===== src/core/dsg_defs.vh =====
// constants for the deep-sleep clock gating control block
//
// Contract
// - each gating bit drives one unit clock enable
// - access to a gated converter or watchdog unit answers bus fault
// - deep-sleep gating register at offset 0x120
// - register is 32 bits, resets to 0x00000040
// - register supplies the deep-sleep unit enables
// - sleep registers apply only with auto gating
// - bit 16 gates converter unit, faults when gated
// - bits 9:8 select converter sample speed
// - bit 6 gates hibernation unit, no fault
// - bit 3 gates watchdog unit, faults when gated
// - reserved bits are read-only, read zero
`ifndef DSG_DEFS_VH
`define DSG_DEFS_VH

// =====================================================================
// register byte offsets, low twelve address bits
`define DSG_ADDR_DEEP      12'h120
`define DSG_ADDR_ISTAT     12'h124
`define DSG_ADDR_IMASK     12'h128
`define DSG_ADDR_MSB       11

// =====================================================================
// deep-sleep gating register layout
`define DSG_DEEP_RESET     32'h00000040
`define DSG_DEEP_WMASK     32'h00010348
`define DSG_BIT_CONV       16
`define DSG_BIT_HIB        6
`define DSG_BIT_WDOG       3
`define DSG_SPEED_MSB      9
`define DSG_SPEED_LSB      8
`define DSG_SPEED_250K     2'h1
`define DSG_SPEED_125K     2'h0

// =====================================================================
// unit indices, status and mask use the same layout
`define DSG_UNIT_CONV      0
`define DSG_UNIT_HIB       1
`define DSG_UNIT_WDOG      2
`define DSG_NUM_UNITS      3
`define DSG_FAULT_UNITS    3'h5

// =====================================================================
// power states and bus encodings
`define DSG_PWR_RUN        2'h0
`define DSG_PWR_SLEEP      2'h1
`define DSG_PWR_DEEP       2'h2
`define DSG_HSIZE_WORD     3'h2
`define DSG_HRESP_OKAY     1'b0

`endif


===== src/core/dsg_unit_gate.v =====
// one unit's effective clock enable and gated-access fault detection
`include "dsg_defs.vh"

module dsg_unit_gate #(
   parameter CAN_FAULT = 1
) (
   input  wire       core_clk,
   input  wire       arst_n,
   input  wire       runEn,
   input  wire       sleepEn,
   input  wire       deepEn,
   input  wire       autoGatingSelect,
   input  wire [1:0] powerState,
   input  wire       unitAccess,
   output reg        clkEn_reg,
   output reg        accessFault_reg,
   output reg        gatedHit_reg
);

   reg clkEn_next;

   // =====================================================================
   // enable selection by power state
   // sleep and deep banks only count while auto gating is selected
   always @* begin
      clkEn_next = runEn;
      if (autoGatingSelect && (powerState == `DSG_PWR_SLEEP)) begin
         clkEn_next = sleepEn;
      end else if (autoGatingSelect && (powerState == `DSG_PWR_DEEP)) begin
         clkEn_next = deepEn;
      end
   end

   // =====================================================================
   // registered enable and access checks
   // the check uses the enable the unit really sees, not the next one
   always @(posedge core_clk or negedge arst_n) begin
      if (!arst_n) begin
         clkEn_reg       <= 1'b0;
         accessFault_reg <= 1'b0;
         gatedHit_reg    <= 1'b0;
      end else begin
         clkEn_reg       <= clkEn_next;
         gatedHit_reg    <= unitAccess & ~clkEn_reg;
         accessFault_reg <= (CAN_FAULT != 0) & unitAccess & ~clkEn_reg;
      end
   end

endmodule // dsg_unit_gate


===== src/core/dsg_clock_gate_ctrl.v =====
// deep-sleep clock gating control: ahb-lite register slave and unit gates
`include "dsg_defs.vh"

module dsg_clock_gate_ctrl #(
   parameter NUM_UNITS = `DSG_NUM_UNITS
) (
   // clock and reset
   core_clk,
   arst_n,
   // ahb-lite slave
   hsel,
   haddr,
   htrans,
   hwrite,
   hsize,
   hwdata,
   hready,
   hrdata,
   hreadyout,
   hresp,
   // state of the power controller and the other gating banks
   runGateEn,
   sleepGateEn,
   autoGatingSelect,
   powerState,
   runSampleSpeed,
   sleepSampleSpeed,
   // unit side
   unitAccess,
   unitClkEn,
   unitFault,
   sampleSpeed,
   irq
);

   input  wire                 core_clk;
   input  wire                 arst_n;
   input  wire                 hsel;
   input  wire [31:0]          haddr;
   input  wire [1:0]           htrans;
   input  wire                 hwrite;
   input  wire [2:0]           hsize;
   input  wire [31:0]          hwdata;
   input  wire                 hready;
   output reg  [31:0]          hrdata;
   output reg                  hreadyout;
   output reg                  hresp;
   input  wire [NUM_UNITS-1:0] runGateEn;
   input  wire [NUM_UNITS-1:0] sleepGateEn;
   input  wire                 autoGatingSelect;
   input  wire [1:0]           powerState;
   input  wire [1:0]           runSampleSpeed;
   input  wire [1:0]           sleepSampleSpeed;
   input  wire [NUM_UNITS-1:0] unitAccess;
   output wire [NUM_UNITS-1:0] unitClkEn;
   output wire [NUM_UNITS-1:0] unitFault;
   output reg  [1:0]           sampleSpeed;
   output reg                  irq;

   // =====================================================================
   // bus state machine encodings
   localparam ST_IDLE = 1'b0;
   localparam ST_DATA = 1'b1;

   // =====================================================================
   // declarations
   reg                  busState_reg;
   reg                  busState_next;
   reg [`DSG_ADDR_MSB:0] addr_reg;
   reg                  isWrite_reg;
   reg                  isWord_reg;
   reg [31:0]           deepGate_reg;
   reg [31:0]           deepGate_next;
   reg [NUM_UNITS-1:0]  intStatus_reg;
   reg [NUM_UNITS-1:0]  intStatus_next;
   reg [NUM_UNITS-1:0]  intMask_reg;
   reg [NUM_UNITS-1:0]  intMask_next;
   reg [31:0]           rdData_next;
   reg [1:0]            sampleSpeed_next;
   reg [NUM_UNITS-1:0]  statusClear;
   reg [NUM_UNITS-1:0]  deepEn;
   wire                 addrPhase;
   wire                 dataWrite;
   wire                 dataRead;
   wire [NUM_UNITS-1:0] gatedHit;

   // =====================================================================
   // address phase acceptance
   // htrans bit 1 marks nonseq or seq; idle and busy are ignored
   assign addrPhase = hsel & hready & htrans[1];

   // the data phase of a captured transfer happens in ST_DATA only
   assign dataWrite = (busState_reg == ST_DATA) & isWrite_reg & isWord_reg;
   assign dataRead  = (busState_reg == ST_DATA) & ~isWrite_reg & isWord_reg;

   // =====================================================================
   // bus state machine, one wait state per transfer
   // the wait state lets hrdata come straight from a flip-flop
   always @* begin
      busState_next = busState_reg;
      case (busState_reg)
         ST_IDLE: begin
            if (addrPhase) begin
               busState_next = ST_DATA;
            end
         end
         ST_DATA: begin
            busState_next = ST_IDLE;
         end
         default: begin
            busState_next = ST_IDLE;
         end
      endcase
   end

   // =====================================================================
   // address phase capture
   always @(posedge core_clk or negedge arst_n) begin
      if (!arst_n) begin
         busState_reg <= ST_IDLE;
         addr_reg     <= {(`DSG_ADDR_MSB+1){1'b0}};
         isWrite_reg  <= 1'b0;
         isWord_reg   <= 1'b0;
      end else begin
         busState_reg <= busState_next;
         if (addrPhase && (busState_reg == ST_IDLE)) begin
            addr_reg    <= haddr[`DSG_ADDR_MSB:0];
            isWrite_reg <= hwrite;
            // only whole-word transfers touch the registers
            isWord_reg  <= (hsize == `DSG_HSIZE_WORD);
         end
      end
   end

   // =====================================================================
   // register write decode
   // reserved bits are masked off so they can never be stored
   always @* begin
      deepGate_next = deepGate_reg;
      intMask_next  = intMask_reg;
      statusClear   = {NUM_UNITS{1'b0}};
      if (dataWrite) begin
         case (addr_reg)
            `DSG_ADDR_DEEP: begin
               deepGate_next = hwdata & `DSG_DEEP_WMASK;
            end
            `DSG_ADDR_ISTAT: begin
               statusClear = hwdata[NUM_UNITS-1:0];
            end
            `DSG_ADDR_IMASK: begin
               intMask_next = hwdata[NUM_UNITS-1:0];
            end
            default: begin
               // unmapped writes are dropped, still answered okay
               deepGate_next = deepGate_reg;
            end
         endcase
      end
   end

   // =====================================================================
   // sticky status, a new event wins over a clear in the same cycle
   always @* begin
      intStatus_next = (intStatus_reg & ~statusClear) | gatedHit;
   end

   // =====================================================================
   // read data mux, unmapped addresses read as zero
   always @* begin
      rdData_next = 32'h00000000;
      if (dataRead) begin
         case (addr_reg)
            `DSG_ADDR_DEEP: begin
               rdData_next = deepGate_reg & `DSG_DEEP_WMASK;
            end
            `DSG_ADDR_ISTAT: begin
               rdData_next[NUM_UNITS-1:0] = intStatus_reg;
            end
            `DSG_ADDR_IMASK: begin
               rdData_next[NUM_UNITS-1:0] = intMask_reg;
            end
            default: begin
               rdData_next = 32'h00000000;
            end
         endcase
      end
   end

   // =====================================================================
   // register storage
   // the deep-sleep bank wakes with the hibernation unit clocked
   always @(posedge core_clk or negedge arst_n) begin
      if (!arst_n) begin
         deepGate_reg  <= `DSG_DEEP_RESET;
         intStatus_reg <= {NUM_UNITS{1'b0}};
         intMask_reg   <= {NUM_UNITS{1'b0}};
      end else begin
         deepGate_reg  <= deepGate_next;
         intStatus_reg <= intStatus_next;
         intMask_reg   <= intMask_next;
      end
   end

   // =====================================================================
   // bus answer flip-flops
   // hreadyout drops for the one wait state after each capture
   always @(posedge core_clk or negedge arst_n) begin
      if (!arst_n) begin
         hrdata    <= 32'h00000000;
         hreadyout <= 1'b1;
         hresp     <= `DSG_HRESP_OKAY;
      end else begin
         hresp <= `DSG_HRESP_OKAY;
         if (busState_reg == ST_DATA) begin
            hrdata    <= rdData_next;
            hreadyout <= 1'b1;
         end else if (addrPhase) begin
            hreadyout <= 1'b0;
         end
      end
   end

   // =====================================================================
   // deep-sleep enables per unit, from their own register bits
   always @* begin
      deepEn = {NUM_UNITS{1'b0}};
      deepEn[`DSG_UNIT_CONV] = deepGate_reg[`DSG_BIT_CONV];
      deepEn[`DSG_UNIT_HIB]  = deepGate_reg[`DSG_BIT_HIB];
      deepEn[`DSG_UNIT_WDOG] = deepGate_reg[`DSG_BIT_WDOG];
   end

   // =====================================================================
   // one gate per unit; hibernation never raises a bus fault
   genvar u;
   generate
      for (u = 0; u < NUM_UNITS; u = u + 1) begin : g_unit
         dsg_unit_gate #(
            .CAN_FAULT (((`DSG_FAULT_UNITS >> u) & 3'h1) != 3'h0)
         ) u_gate (
            .core_clk         (core_clk),
            .arst_n           (arst_n),
            .runEn            (runGateEn[u]),
            .sleepEn          (sleepGateEn[u]),
            .deepEn           (deepEn[u]),
            .autoGatingSelect (autoGatingSelect),
            .powerState       (powerState),
            .unitAccess       (unitAccess[u]),
            .clkEn_reg        (unitClkEn[u]),
            .accessFault_reg  (unitFault[u]),
            .gatedHit_reg     (gatedHit[u])
         );
      end
   endgenerate

   // =====================================================================
   // converter sample speed in force for the present power state
   // no range check here: staying within the part maximum is software's job
   always @* begin
      sampleSpeed_next = runSampleSpeed;
      if (autoGatingSelect && (powerState == `DSG_PWR_SLEEP)) begin
         sampleSpeed_next = sleepSampleSpeed;
      end else if (autoGatingSelect && (powerState == `DSG_PWR_DEEP)) begin
         sampleSpeed_next = deepGate_reg[`DSG_SPEED_MSB:`DSG_SPEED_LSB];
      end
   end

   // =====================================================================
   // speed output and interrupt line, both registered
   always @(posedge core_clk or negedge arst_n) begin
      if (!arst_n) begin
         sampleSpeed <= `DSG_SPEED_125K;
         irq         <= 1'b0;
      end else begin
         sampleSpeed <= sampleSpeed_next;
         // follows the stored status, so it drops one cycle after a clear
         irq         <= |(intStatus_reg & intMask_reg);
      end
   end

endmodule // dsg_clock_gate_ctrl


===== config.mk =====
export PLATFORM = sky130hd
export DESIGN_NAME = dsg_clock_gate_ctrl
export DESIGN_NICKNAME = d
export VERILOG_FILES = /design/src/core/dsg_unit_gate.v /design/src/core/dsg_clock_gate_ctrl.v
export VERILOG_INCLUDE_DIRS = /design/src /design/src/core
export SDC_FILE = /design/constraint.sdc
export NUM_CORES = 1
export LEC_CHECK = 0
export BUFFER_PORTS_ARGS = -buffer_cell sky130_fd_sc_hd__buf_4
export CELL_PAD_IN_SITES_DETAIL_PLACEMENT = 2
export CELL_PAD_IN_SITES_GLOBAL_PLACEMENT = 2
export CORE_ASPECT_RATIO = 1.75
export CORE_MARGIN = 4
export CORE_UTILIZATION = 23
export CTS_BUF_LIST = sky130_fd_sc_hd__clkbuf_4
export CTS_CLUSTER_DIAMETER = 150
export DETAILED_ROUTE_END_ITERATION = 10
export GPL_TIMING_DRIVEN = 0
export PLACE_DENSITY_LB_ADDON = 0.2
export SLEW_MARGIN = 20
export SYNTH_ARGS = -nofsm -noshare
export SYNTH_HDL_FRONTEND = slang
export SYNTH_SLANG_ARGS = --single-unit

===== constraint.sdc =====
create_clock -name core_clk -period 2 [get_ports core_clk]
set_clock_uncertainty 0.2 [all_clocks]
set_input_delay 0.3 -clock core_clk [delete_from_list [all_inputs] [get_ports core_clk]]
set_output_delay 0.3 -clock core_clk [all_outputs]
set_load 0.01 [all_outputs]

==> results.py <==
metrics = {
    "logic_synthesis": {
        "synthMuxAreaShare_pct": 10.8,
        "ys_types": 27,
        "synth_top_family_by_area": "buffers and inverters",
        "yosys.area_share.xor_xnor_pct": 0,
        "synthTopCellsByArea": "dfrtp_1 48%, mux2_2 11%, buf_4 11%",
        "synthCells": 190,
        "yosysTopAreaCell": "dfrtp_1",
        "synth_compound_area_share_pct": 10.5,
        "ys_ff_latch": 44,
        "synth_warnings": 0,
        "ys_seq_area_share_pct": 50.5,
        "syn_area_per_cell_um2": 11.5,
        "synth_top_area_share_pct": 48.1,
        "syn-cell-area_mm2": 0.00219,
        "yosys.area_share.simple_pct": 13.5,
        "yosys.area_share.adder_pct": 0,
    },
    "worst_setup_path": {
        "cp.required_ns": 2.06,
        "worstSetupPathType": "reg -> reg",
        "cp-end-kind": "flop",
        "crit_fanout": 5,
        "cp-start-kind": "flop",
        "cp.arrival_ns": 2.16,
    },
    "global_route": {
        "grt_use_met2_pct": 22.8,
        "use_met1_pct": 12.0,
        "grt_max_degree": 45,
        "antenna_found_initial": 1,
        "first_global_vias": 2019,
        "busiest_layer": "met2",
        "grtUsageTotal_pct": 11.9,
        "grt_pass1_wl_mm": 10.1,
        "grt_overflow": 0,
        "globalRouteMet3Util_pct": 2.90,
    },
    "timing": {
        "slew-limit-headroom_pct": 62.3,
        "fin_crit_sh_pct": 105,
        "worst_slack_ns": -0.0965,
        "worst_pin_slew_ns": 0.565,
        "fin_hold_ws_ns": 0.0300,
        "period_minus_slack_ns": 2.10,
        "fmax_mhz": 477,
        "rsz0062_at_grt": "yes",
        "setup_viol": 10,
        "slew_viol_final": 0,
        "hold_viol_final": 0,
    },
    "cts": {
        "clk_pin_slew_worst_paths_ns": 0.13,
        "cts-buffers-inserted": 5,
        "htree_levels": 2,
        "clk_latency_ns": 0.37,
        "cts.sinks": 44,
        "root_buffer": "clkbuf_4",
        "cts_tree": "yes",
        "clk_path_buf_depth": 2,
    },
    "floorplanning": {
        "num_rows": 46,
        "io_pins": 133,
        "core_area_mm2": 0.00915,
        "die_h_um": 137,
        "die_w_um": 81.7,
        "die-area_mm2": 0.0112,
        "start_util_pct": 23.9,
    },
    "power_and_ir_drop": {
        "leakagePower_nw": 1.62,
        "p_comb_share_pct": 23.5,
        "switching_share_pct": 26.0,
        "clkPwrFrac_pct": 26.6,
        "power.switching_mw": 0.533,
        "p_per_area_mw_per_mm2": 597,
        "ir_drop_uv": 254,
        "intPower_mw": 1.51,
        "power_mw": 2.05,
        "p_seq_share_pct": 49.9,
    },
    "placed_design": {
        "dp.final_hpwl_mm": 4.80,
        "io_buffer_count": 60,
        "gp_congestion": 0.699,
    },
    "drt": {
        "firstDrtPassIters": 4,
        "wirelength_mm": 6.49,
        "ant_nets": 0,
        "vias": 1831,
        "wire_per_inst_um": 14.5,
        "routed_via_density": 4.10,
        "drtIter0Drc": 58,
        "drc": 0,
    },
    "run": {
        "cap_violations": 0,
    },
    "layout": {
        "final_cell_mix": "102 x buf_4, 40 x dfrtp_1, 30 x dlygate4sd3_1",
        "area_growth_pct": 56.8,
        "largest_reg_flops": 12,
        "layout_commonest_cell": "buf_4",
        "post-route-util_pct": 37.5,
        "nets": 415,
        "drive_gt1_share_pct": 48.2,
    },
    "status": {
        "violations": "setup timing",
        "status": "finished with violations",
    },
    "min_path": {
        "worstHoldPathType": "in -> reg",
    },
}
==> cell families after synthesis <==
family / after synthesis
compound gates: 31
buf+inv: 54
flops: 44
mux: 21
other cells: 1
simple gates: 39
==> critical path, cell delays in order (launching register included) <==
cell	delay (ns)
dfrtp_2	0.46
or4bb_4	0.54
nor4_4	0.29
buf_6	0.17
mux2_2	0.33
==> per-layer routing <==
metal / share of wire (%) / vias up
met5: 0 / -
met3: 5.5 / 5
met2: 59 / 52
met1: 34 / 899
met4: 1.8 / 0
li1: - / 875
==> worst paths after layout <==
check	startpoint	to	slack, ns	cells after the start
min in group asynchronous	arst_n	isWord_reg$_DFFE_PN0P_	0.24	2
worst min register to register	g_unit[1].u_gate.clkEn_reg$_DFF_PN0_	g_unit[1].u_gate.gatedHit_reg$_DFF_PN0_	0.25	1
worst max-delay path	addr_reg[2]$_DFFE_PN0P_	deepGate_reg[8]$_DFFE_PN0P_	-0.1	4
worst max register to register	addr_reg[2]$_DFFE_PN0P_	deepGate_reg[8]$_DFFE_PN0P_	-0.1	4
worst min-delay path	runGateEn[1]	g_unit[1].u_gate.clkEn_reg$_DFF_PN0_	0.03	2
max in group asynchronous	arst_n	busState_reg$_DFF_PN0_	0.94	2
==> cell type report <==
type,instances,area (um2)
Antenna cell,1,2.50
Buffer,36,254
Sequential cell,44,1110
Tap cell,120,150
Timing Repair Buffer,103,856
Clock inverter,3,37.5
Clock buffer,5,37.5
Multi-Input combinational cell,117,917
Inverter,18,67.6
Fill cell,994,5720
==> what timing repair did <==
action	CTS	global route
hold buffers	27	3
gates resized for setup	14	4
endpoints found under the hold margin	70	3
endpoints found under the setup margin	25	17
buffers inserted	4	9
pin swaps	4	7
==> metrics by stage <==
step	TNS (ns)	area, um2	std cells	worst slack, ns
4_1_cts	-0.728	3310	434	-0.0958
2_1_floorplan	-0.0902	2280	215	-0.0226
3_5_place_dp	-2.44	2880	395	-0.277
5_1_grt	-0.800	3430	447	-0.123
3_3_place_gp	-2.06	2880	395	-0.241
6_report	-0.461	3430	447	-0.0965
==> power by group through the flow <==
stage,registers [mW],clock network (mW),logic (mW)
after floorplan,1.02,0,0.228
after global placement,1.03,0,0.373
after detailed placement,1.04,0,0.382
after CTS,1.02,0.571,0.462
after global routing,1.03,0.614,0.530
final,1.02,0.544,0.481
==> Yosys cell counts <==
master,count
dfrtp_1,42
buf_4,31
mux2_2,21
inv_1,18
nor2b_1,10
o22ai_1,8
nor2_1,7
o21ai_0,6
clkbuf_1,5
nor3b_1,5
o221a_2,5
a31oi_1,4
o22a_1,4
a22oi_1,3
nand2_1,3
nand4b_1,3
or4_4,3
dfstp_2,2
nor4_4,2
a222oi_1,1
conb_1,1
nand2b_1,1
nand4bb_1,1
nor4_1,1
or3b_2,1
or4b_2,1
or4bb_1,1
Power figures use the tool's default switching activity.
